--- src/irq_ident_pkg.sv ---
// Constants shared by the interrupt identification block.
package irq_ident_pkg;
  // Register byte offsets.
  localparam logic [7:0] VEC_OFF = 8'h00;
  localparam logic [7:0] SYS_ID_OFF = 8'h04;
  localparam logic [7:0] M1_ID_OFF = 8'h08;
  localparam logic [7:0] M5_ID_OFF = 8'h0c;
  localparam logic [7:0] SRC_FLAG_OFF = 8'h10;
  localparam logic [7:0] SRC_EN_OFF = 8'h14;
  localparam logic [7:0] I2C_FLAG_OFF = 8'h18;
  localparam logic [7:0] I2C_EN_OFF = 8'h1c;
  localparam logic [7:0] IRQ_STAT_OFF = 8'h20;
  localparam logic [7:0] IRQ_MASK_OFF = 8'h24;
  // Widths.
  localparam int ID_W = 16;
  localparam int PIN_N = 7;
  localparam int MOD_N = 6;
  localparam int SYS_W = 7;
  localparam int SRC_W = 12;
  localparam int EN_W = 10;
  // Source flag positions.
  localparam int SVM_BIT = 7;
  localparam int SPI_DONE_BIT = 8;
  localparam int SPI_COL_BIT = 9;
  localparam int SPI_OVR_BIT = 10;
  localparam int SPI_FAULT_BIT = 11;
  // Enable positions.
  localparam int SPI_SHARED_EN_BIT = 8;
  localparam int SPI_FAULT_EN_BIT = 9;
  // Identification bit positions.
  localparam int M1_I2C_BIT = 8;
  localparam int M5_SPI_BIT = 0;
  localparam int SYS_SHARED_BIT = 6;
  // Reset values.
  localparam logic [15:0] VEC_RST = 16'h0000;
  localparam logic [15:0] ID_RST = 16'h0000;
  localparam logic [31:0] WORD_RST = 32'h0000_0000;
endpackage : irq_ident_pkg

--- src/irq_ident.sv ---
// Interrupt flag latching, module identification and vector register with an APB slave.
//
// Overview of operation
// - Every source flag is set by its event no matter how any enable is programmed.
// - A flag stays set until software writes a one to clear it, so an enabled flag keeps its module pending bit set; irq drops after a status read.
// - All interrupts point the core at the one address held in the vector register.
// - The system identification register has one pending bit per module plus one system bit.
// - The vector register is zero after reset.
// - The vector register accepts any program address that software writes.
// - There are six modules; identification registers exist only for modules one and five.
// - Identification registers are sixteen bits, read-only, and zero after reset.
// - Each identification bit is the OR of a function's flags each ANDed with its enable.
// - Module one bit 8 combines all enabled I2C host status conditions.
// - Module one bit 7 shows an enabled supply monitor interrupt.
// - Module one bits 6 to 0 show enabled external interrupts on port six pins 6 to 0.
// - Module one bits 15 to 9 always read zero.
// - SPI done, collision and overrun flags share one enable.
// - The SPI fault flag has its own enable.
// - The individual flag bits stay readable on their own.
`timescale 1ns/100ps
module irq_ident
  import irq_ident_pkg::*;
#(
  parameter int I2C_N = 8
) (
  input wire logic pclk,
  input wire logic presetn,
  input wire logic psel,
  input wire logic penable,
  input wire logic pwrite,
  input wire logic [7:0] paddr,
  input wire logic [31:0] pwdata,
  output logic [31:0] prdata,
  output logic pready,
  output logic pslverr,
  input wire logic [PIN_N-1:0] port6_pin,
  input wire logic supply_monitor_event,
  input wire logic [I2C_N-1:0] i2c_host_event,
  input wire logic spi_host_done_event,
  input wire logic spi_host_collision_event,
  input wire logic spi_host_overrun_event,
  input wire logic spi_host_fault_event,
  input wire logic [MOD_N-1:0] other_module_pending,
  input wire logic system_pending,
  output logic [15:0] service_vector,
  output logic [SYS_W-1:0] module_pending,
  output logic irq
);

  logic [15:0] service_vector_reg_q;
  logic [SRC_W-1:0] src_flag_q;
  logic [EN_W-1:0] src_en_q;
  logic [I2C_N-1:0] i2c_host_status_reg_q;
  logic [I2C_N-1:0] i2c_en_q;
  logic [SYS_W-1:0] irq_stat_q;
  logic [SYS_W-1:0] irq_mask_q;
  logic [SYS_W-1:0] pend_prev_q;
  logic [PIN_N-1:0] pin_s1_q;
  logic [PIN_N-1:0] pin_s2_q;
  logic [PIN_N-1:0] pin_s3_q;
  logic [SRC_W-1:0] src_set;
  logic [ID_W-1:0] module_one_source_flags;
  logic [ID_W-1:0] module_five_source_flags;
  logic [SYS_W-1:0] system_source_id_reg;
  logic [SYS_W-1:0] stat_set;
  logic [31:0] rdata_d;
  logic i2c_host_pending;
  logic supply_monitor_pending;
  logic spi_host_pending;
  logic setup;
  logic access;
  logic wr;
  logic rd_stat;
  logic mapped;

  // Bus phase decode; the slave answers in the first access cycle.
  assign setup = psel && !penable;
  assign access = psel && penable && pready;
  assign wr = access && pwrite;
  assign rd_stat = access && !pwrite && (paddr == IRQ_STAT_OFF);

  // Port six pins are asynchronous and pass two flip-flops first.
  always_ff @(posedge pclk or negedge presetn) begin
    if (!presetn) begin
      pin_s1_q <= '0;
      pin_s2_q <= '0;
      pin_s3_q <= '0;
    end else begin
      pin_s1_q <= port6_pin;
      pin_s2_q <= pin_s1_q;
      pin_s3_q <= pin_s2_q;
    end
  end

  // Event vector in the source flag layout; a rising pin is an event.
  always_comb begin
    src_set = '0;
    src_set[PIN_N-1:0] = pin_s2_q & ~pin_s3_q;
    src_set[SVM_BIT] = supply_monitor_event;
    src_set[SPI_DONE_BIT] = spi_host_done_event;
    src_set[SPI_COL_BIT] = spi_host_collision_event;
    src_set[SPI_OVR_BIT] = spi_host_overrun_event;
    src_set[SPI_FAULT_BIT] = spi_host_fault_event;
  end

  // Source flags latch regardless of enables; a write of one clears, the event wins.
  always_ff @(posedge pclk or negedge presetn) begin
    if (!presetn) begin
      src_flag_q <= '0;
    end else if (wr && paddr == SRC_FLAG_OFF) begin
      src_flag_q <= (src_flag_q & ~pwdata[SRC_W-1:0]) | src_set;
    end else begin
      src_flag_q <= src_flag_q | src_set;
    end
  end

  // I2C host status flags behave the same way.
  always_ff @(posedge pclk or negedge presetn) begin
    if (!presetn) begin
      i2c_host_status_reg_q <= '0;
    end else if (wr && paddr == I2C_FLAG_OFF) begin
      i2c_host_status_reg_q <= (i2c_host_status_reg_q & ~pwdata[I2C_N-1:0]) | i2c_host_event;
    end else begin
      i2c_host_status_reg_q <= i2c_host_status_reg_q | i2c_host_event;
    end
  end

  // Enable registers, written directly by software.
  always_ff @(posedge pclk or negedge presetn) begin
    if (!presetn) begin
      src_en_q <= '0;
      i2c_en_q <= '0;
    end else if (wr) begin
      if (paddr == SRC_EN_OFF) begin
        src_en_q <= pwdata[EN_W-1:0];
      end
      if (paddr == I2C_EN_OFF) begin
        i2c_en_q <= pwdata[I2C_N-1:0];
      end
    end
  end

  // Vector register takes any address and starts at zero.
  always_ff @(posedge pclk or negedge presetn) begin
    if (!presetn) begin
      service_vector_reg_q <= VEC_RST;
    end else if (wr && paddr == VEC_OFF) begin
      service_vector_reg_q <= pwdata[15:0];
    end
  end

  // Function pending terms: flags ANDed with their enables, then ORed.
  assign i2c_host_pending = |(i2c_host_status_reg_q & i2c_en_q);
  assign supply_monitor_pending = src_flag_q[SVM_BIT] && src_en_q[SVM_BIT];
  assign spi_host_pending = (src_en_q[SPI_SHARED_EN_BIT] && (src_flag_q[SPI_DONE_BIT]
    || src_flag_q[SPI_COL_BIT] || src_flag_q[SPI_OVR_BIT]))
    || (src_en_q[SPI_FAULT_EN_BIT] && src_flag_q[SPI_FAULT_BIT]);

  // Module identification words; unused bits stay zero.
  always_comb begin
    module_one_source_flags = ID_RST;
    module_one_source_flags[PIN_N-1:0] = src_flag_q[PIN_N-1:0] & src_en_q[PIN_N-1:0];
    module_one_source_flags[SVM_BIT] = supply_monitor_pending;
    module_one_source_flags[M1_I2C_BIT] = i2c_host_pending;
    module_five_source_flags = ID_RST;
    module_five_source_flags[M5_SPI_BIT] = spi_host_pending;
  end

  // System identification: one bit per module and one shared system bit.
  always_comb begin
    system_source_id_reg = '0;
    system_source_id_reg[MOD_N-1:0] = other_module_pending;
    system_source_id_reg[1] = other_module_pending[1] || (|module_one_source_flags);
    system_source_id_reg[5] = other_module_pending[5] || (|module_five_source_flags);
    system_source_id_reg[SYS_SHARED_BIT] = system_pending;
  end

  // Pending outputs and the vector the core jumps to.
  always_ff @(posedge pclk or negedge presetn) begin
    if (!presetn) begin
      module_pending <= '0;
      service_vector <= VEC_RST;
      pend_prev_q <= '0;
    end else begin
      module_pending <= system_source_id_reg;
      service_vector <= service_vector_reg_q;
      pend_prev_q <= system_source_id_reg;
    end
  end

  // Sticky status sets on a rising pending bit; a read clears only the bits it reported, and a set wins.
  assign stat_set = system_source_id_reg & ~pend_prev_q;
  always_ff @(posedge pclk or negedge presetn) begin
    if (!presetn) begin
      irq_stat_q <= '0;
    end else if (rd_stat) begin
      irq_stat_q <= (irq_stat_q & ~prdata[SYS_W-1:0]) | stat_set;
    end else begin
      irq_stat_q <= irq_stat_q | stat_set;
    end
  end

  // Mask register of the status layout.
  always_ff @(posedge pclk or negedge presetn) begin
    if (!presetn) begin
      irq_mask_q <= '0;
    end else if (wr && paddr == IRQ_MASK_OFF) begin
      irq_mask_q <= pwdata[SYS_W-1:0];
    end
  end

  // Level interrupt output from the masked status.
  always_ff @(posedge pclk or negedge presetn) begin
    if (!presetn) begin
      irq <= 1'b0;
    end else begin
      irq <= |(irq_stat_q & irq_mask_q);
    end
  end

  // Read multiplexer; flag words stay visible apart from the identification words.
  always_comb begin
    rdata_d = WORD_RST;
    mapped = 1'b1;
    unique case (paddr)
      VEC_OFF: rdata_d[15:0] = service_vector_reg_q;
      SYS_ID_OFF: rdata_d[SYS_W-1:0] = system_source_id_reg;
      M1_ID_OFF: rdata_d[ID_W-1:0] = module_one_source_flags;
      M5_ID_OFF: rdata_d[ID_W-1:0] = module_five_source_flags;
      SRC_FLAG_OFF: rdata_d[SRC_W-1:0] = src_flag_q;
      SRC_EN_OFF: rdata_d[EN_W-1:0] = src_en_q;
      I2C_FLAG_OFF: rdata_d[I2C_N-1:0] = i2c_host_status_reg_q;
      I2C_EN_OFF: rdata_d[I2C_N-1:0] = i2c_en_q;
      IRQ_STAT_OFF: rdata_d[SYS_W-1:0] = irq_stat_q;
      IRQ_MASK_OFF: rdata_d[SYS_W-1:0] = irq_mask_q;
      default: mapped = 1'b0;
    endcase
  end

  // APB answer: ready, data and error all registered in the setup cycle.
  always_ff @(posedge pclk or negedge presetn) begin
    if (!presetn) begin
      pready <= 1'b0;
      prdata <= WORD_RST;
      pslverr <= 1'b0;
    end else begin
      pready <= setup;
      prdata <= (setup && !pwrite) ? rdata_d : WORD_RST;
      pslverr <= setup && !mapped;
    end
  end
endmodule : irq_ident

--- config.mk ---
export PLATFORM = sky130hd
export DESIGN_NAME = irq_ident
export DESIGN_NICKNAME = d
export VERILOG_FILES = /design/src/irq_ident_pkg.sv /design/src/irq_ident.sv
export SDC_FILE = /design/constraint.sdc
export NUM_CORES = 1
export LEC_CHECK = 0
export ABC_AREA = 0
export BUFFER_PORTS_ARGS = -buffer_cell sky130_fd_sc_hd__buf_2
export CAP_MARGIN = 0
export CORE_MARGIN = 2
export CORE_UTILIZATION = 54
export CTS_CLUSTER_SIZE = 16
export DETAILED_ROUTE_END_ITERATION = 6
export GPL_TIMING_DRIVEN = 1
export PLACE_DENSITY = 0.82
export SYNTH_ARGS = -nofsm -noshare
export SYNTH_HDL_FRONTEND = slang
export SYNTH_SLANG_ARGS = --single-unit
--- constraint.sdc ---
create_clock -name pclk -period 2.2 [get_ports pclk]
set_clock_uncertainty 0.1 [all_clocks]
set_input_delay 0.22 -clock pclk [delete_from_list [all_inputs] [get_ports pclk]]
set_output_delay 0.22 -clock pclk [all_outputs]
set_load 0.02 [all_outputs]
**Yosys cells after proc, flatten, opt, wreduce, memory -nomap -nowiden**

Cells that the tools add are included.

- Flip-flop bits (word level): 131
- Input port bits: 72

- Eq/ne operators: 9
- Muxes and demuxes: 10
- Bitwise logic cells: 19
- Reductions and logical operators: 30

Operators by type and width:

| cell | number |
|---|---|
| case mux 7 bit (10 select lines) | 1 |
| bitwise AND 7 bit | 5 |
| equality test 8 x 5 -> 1 bit (second input constant) | 4 |
| OR 12 bit | 2 |
| NOT 7 bit | 3 |
| bitwise AND 8 bit | 2 |
| equality test 8 x 4 -> 1 bit (second input constant) | 2 |
| equality test 8 x 6 -> 1 bit (second input constant) | 2 |
| 2-to-1 mux 16 bit | 1 |
| OR 8 bit | 2 |
| OR reduction 16 bit | 1 |
| logical AND 1 bit | 15 |
| OR 7 bit | 2 |
| bitwise AND 12 bit | 1 |
| 2-to-1 mux 12 bit | 1 |
| NOT 12 bit | 1 |
| OR reduction 10 bit | 1 |
| equality test 8 x 3 -> 1 bit (second input constant) | 1 |
| zero test 8 bit | 1 |
| 2-to-1 mux 8 bit | 1 |
| NOT 8 bit | 1 |
| case mux 2 bit (4 select lines) | 1 |
| OR reduction 8 bit | 1 |
| 2-to-1 mux 7 bit | 1 |
| 8 further kinds | 15 |

**Depth between registers and ports, before layout**

- Word-level depth: 8
- Gate-level depth with buffers: 7
- Gate-level depth less buffers: 4

**Least setup slack after synthesis**

No wires, ideal clock.

- Kind: input port to flip-flop
- Start point: input paddr[7]
- End point: register i2c_en_q[0]
- Library setup time: 0.125 ns
- Data arrival time: 1.921 ns
- Path slack: 0.054 ns
- Stages: 6
- Cells stage by stage: buf_2 > or4b_4 > buf_6 > or4_4 > buf_6 > mux2_4

- Longest elaborated chain between the ends: 2

Ends and longest elaborated chain:

| what | line | RTL |
|---|---|---|
| from (decl) | irq_ident.sv:31 | `input wire logic [7:0] paddr,` |
| equality test 8 x 5 -> 1 bit | irq_ident.sv:137 | `if (paddr == I2C_EN_OFF) begin` |
| AND reduction 2 bit (no source line) | - |  |
| to (signal assigned) | irq_ident.sv:138 | `i2c_en_q <= pwdata[I2C_N-1:0];` |
| to (decl) | irq_ident.sv:54 | `logic [I2C_N-1:0] i2c_en_q;` |

Every way passes these cells.
A chain may end at the register's enable or synchronous reset.

**Worst setup path after layout**

- Start point: register pready
- End point: register src_flag_q[8]

- Longest elaborated chain between the ends: 4

Ends and longest elaborated chain:

| what | line | RTL |
|---|---|---|
| from (decl) | irq_ident.sv:34 | `output logic pready,` |
| from (signal assigned) | irq_ident.sv:247 | `pready <= setup;` |
| logical AND 1 bit | irq_ident.sv:78 | `assign access = psel && penable && pready;` |
| logical AND 1 bit | irq_ident.sv:79 | `assign wr = access && pwrite;` |
| logical AND 1 bit | irq_ident.sv:110 | `end else if (wr && paddr == SRC_FLAG_OFF) begin` |
| 2-to-1 mux 12 bit | irq_ident.sv:110 |  |
| to (signal assigned) | irq_ident.sv:111 | `src_flag_q <= (src_flag_q & ~pwdata[SRC_W-1:0]) \| src_set;` |
| to (signal assigned) | irq_ident.sv:113 | `src_flag_q <= src_flag_q \| src_set;` |
| to (decl) | irq_ident.sv:51 | `logic [SRC_W-1:0] src_flag_q;` |

Every way passes these cells.

==> flow_summary.ini <==
[hold_path]
hold_depth = 3
hp-class = primary input to register
holdPathEnd = pslverr$_DFF_PN0_
hp-start = psel

[final_layout]
fin_nets = 711
syn2layout_area_growth_pct = 34.4
fillCellCount = 704
instances_no_fill = 788
drive_above_1_share_pct = 31.9
post-route-util_pct = 73.9
ff_latch_area_um2 = 3280
fin_area_um2 = 7560
antenna_cells = 0
multiInputGateArea_um2 = 2110

[routing]
postRouteAntennaNets = 0
drt_iter0_markers = 376
routed-via-count = 4425
routedWlPerCell_um = 18.5
wl_mm = 14.6
drc = 0
first_pass_iters = 5
vias_per_cell = 5.62

[placement]
dp_cells = 696
place.gp.congestion = 0.871
io_buffers = 97
preCtsSetupSlack_ps = 83.7
place_hpwl_mm = 9.65
postPlaceCellArea_um2 = 6350

[run]
cap_viol_max_count = 0

[worst_setup_path]
crit_required_ps = 2520
reg2reg_slack_ps = 120
worstPathArrival_ps = 2400
cp-end-kind = register
slowest_delay_ps = 570
r2r_end = src_flag_q[8]$_DFF_PN0_
cp-start-kind = register
crit_type = register to register
timing.rr.start = pready$_DFF_PN0_
worst_path_max_delay_cell = dlygate4sd3_1
cpMostUsedCell = buf_4
path_cells = nand4_1 -> buf_4 -> nor3_1 -> buf_4 -> nand2_1 -> a21o_1 -> dlygate4sd3_1
ff2ff_path_depth = 7
cp_max_fo = 12

[sta]
fin_crit_sh_pct = 94.6
relSlewSlack_pct = 66.0
rsz0062_at_grt = false
period_needed_ps = 2080
max_freq_mhz = 480
tightestPinTransition_ps = 497
final_hold_viol_count = 0
finalSetupViolCount = 0
fin_tns_setup_ps = 0
drv_slew = 0
fin_ws_ps = 118

[grt]
grt_pass1_wl_mm = 24.0
first_global_vias = 4529
grt_usage_pct = 28.6
grt_max_degree = 73
antenna_found_initial = 0
grt.overflow.total = 0

[synth]
yosysWarningCount = 0
netlist_instances = 460
syn_area_um2 = 5620
synth_cell_types = 59
ys_seq_elements = 131
synth_ff_type = dfrtp_1
synth_async_sr_flop_share_pct = 100
synth-edff-count = 0
ys_seq_area_share_pct = 58.3
syn_avg_cell_area_um2 = 12.2

[die]
initial_core_util_pct = 55.0
core_um2 = 10200
die_area_um2 = 11200
die_y_um = 106
ios = 130
rows = 37
die_w_um = 106

[clocking]
cts_max_path_buffers = 2
clkLatencyLatePin_ps = 540
postCtsResizedCells = 0
h-tree-depth = 4
numCtsBuffers = 17
cts-root-buf = clkbuf_8
clock-sinks = 131
cts.clk_slew.worst_paths_ps = 60
cts_tree = done

[power]
p_leak_nw = 3.62
power_density_nw_per_um2 = 763
ir_drop_uv = 718

[run_status]
outcome = complete, no violations
==> worst max path at each step <==
stage                startpoint                      end  depth (start not counted)
2_1_floorplan          paddr[7]  i2c_en_q[0]$_DFFE_PN0P_                          6
3_3_place_gp           paddr[1]  src_en_q[6]$_DFFE_PN0P_                          5
3_5_place_dp           paddr[1]  src_en_q[6]$_DFFE_PN0P_                          5
4_1_cts        pready$_DFF_PN0_  src_flag_q[8]$_DFF_PN0_                          6
5_1_grt        pready$_DFF_PN0_  src_flag_q[8]$_DFF_PN0_                          7
6_report       pready$_DFF_PN0_  src_flag_q[8]$_DFF_PN0_                          7
==> cell usage after synthesis (3+ instances only) <==
library cell | instances | area (um^2)
mux2_4 | 8 | 120
mux2i_1 | 16 | 160
buf_6 | 3 | 33.8
mux2_1 | 5 | 56.3
clkbuf_1 | 13 | 48.8
inv_1 | 17 | 63.8
a21oi_1 | 10 | 50.1
a21o_1 | 14 | 105
buf_1 | 4 | 15.0
nand4_1 | 4 | 25.0
buf_2 | 3 | 15.0
nand3_1 | 13 | 65.1
nand3b_1 | 5 | 37.5
nand2_1 | 37 | 139
nor4_1 | 3 | 18.8
nor2_1 | 10 | 37.5
buf_4 | 16 | 120
a211oi_1 | 3 | 22.5
nor3b_1 | 3 | 22.5
dfrtp_1 | 131 | 3280
or3_1 | 5 | 31.3
nor3_1 | 9 | 45.0
o21ai_0 | 11 | 55.1
a22oi_1 | 11 | 82.6
mux2_2 | 30 | 338
nand2b_1 | 3 | 18.8
a22o_1 | 16 | 140
nor2b_1 | 3 | 18.8
nor3_4 | 3 | 48.8
and2_1 | 5 | 31.3
a31oi_1 | 8 | 50.1
==> kinds of logic (layout without fill, tap and decap cells) <==
group / Yosys count / count (layout) / share of synthesized area (%)
compound gates: 90 / 90 / 11.5
simple gates: 123 / 123 / 12.9
mux: 59 / 59 / 12.0
buf+inv: 56 / 233 / 5.27
other cells: 1 / 16 / 0.0667
flops: 131 / 131 / 58.3
==> cell usage in the layout, fill, tap and decap left out, types with 3 or more instances in the layout <==
cell / synthesis / final
mux2_2: 30 / 30
dfrtp_1: 131 / 131
a22oi_1: 11 / 11
inv_1: 17 / 17
nand3_1: 13 / 13
a21o_1: 14 / 14
a211oi_1: 3 / 3
dlygate4sd3_1: 0 / 59
a22o_1: 16 / 16
nand4_1: 4 / 4
nor3b_1: 3 / 3
mux2i_1: 16 / 16
conb_1: 1 / 16
a21oi_1: 10 / 10
mux2_1: 5 / 5
buf_2: 3 / 96
nor3_4: 3 / 3
o21ai_0: 11 / 11
clkbuf_16: 0 / 16
a31oi_1: 8 / 8
nor3_1: 9 / 9
nor4_1: 3 / 3
or3_1: 5 / 5
nor2_1: 10 / 10
nand2_1: 37 / 37
mux2_4: 8 / 8
clkinv_2: 0 / 5
buf_12: 0 / 3
buf_4: 16 / 26
nand2b_1: 3 / 3
and2_1: 5 / 5
nand3b_1: 5 / 5
bufinv_16: 0 / 4
nor2b_1: 3 / 3
clkinv_4: 0 / 3
==> layer usage <==
layer	GRT usage, %	wire length (um)	share of wire, %
met1	37.4	6190	42
met2	45.7	7100	49
met3	5.95	880	6.0
met4	13.8	435	3.0
met5	0	0	0
==> per-stage QoR <==
stage / hold WS (ps) / power (mW)
floorplan: -176 / 2.67
global placement: -74.1 / 2.82
detailed placement: -73.6 / 2.83
CTS: 4.93 / 5.80
global route: 33.7 / 5.96
finish: 42.7 / 5.77
==> cell type report <==
cell class / instances / area share [%]
sequential: 131 / 43.4
timing repair buffer: 184 / 17.5
clock buffer: 18 / 5.66
clock inverter: 14 / 2.47
inverter: 17 / 0.844
tap: 136 / 2.25
multi-input combinational: 288 / 27.9
==> power by group <==
part           internal [mW]  total, mW  switching, mW
logic                  0.164      0.402          0.237
registers               2.44       2.46         0.0139
clock network           1.86       2.91           1.05
==> worst max-delay path, delay by kind of cell, from the launching register on <==
kind,cells,cell delay (ps)
compound gates,1,180
buf+inv,3,1000
flops,1,360
simple gates,3,320
==> registers in the layout, indices dropped and copies added (netlist names) <==
name                   cells
src_en_q                  10
pin_s3_q                   7
irq                        1
prdata                    16
pin_s2_q                   7
src_flag_q                12
pend_prev_q                7
irq_mask_q                 7
service_vector_reg_q      16
i2c_en_q                   8
pin_s1_q                   7
i2c_host_status_reg_q      8
pready                     1
irq_stat_q                 7
pslverr                    1
service_vector            16
==> repair_timing <==
| action | CTS | global route |
|---|---|---|
| endpoints found under the setup margin | 0 | 7 |
| hold endpoints to repair | 213 | 0 |
| buffers inserted | 0 | 1 |
| hold buffers | 59 | 0 |
No activity file was read; power rests on OpenSTA's default activity.
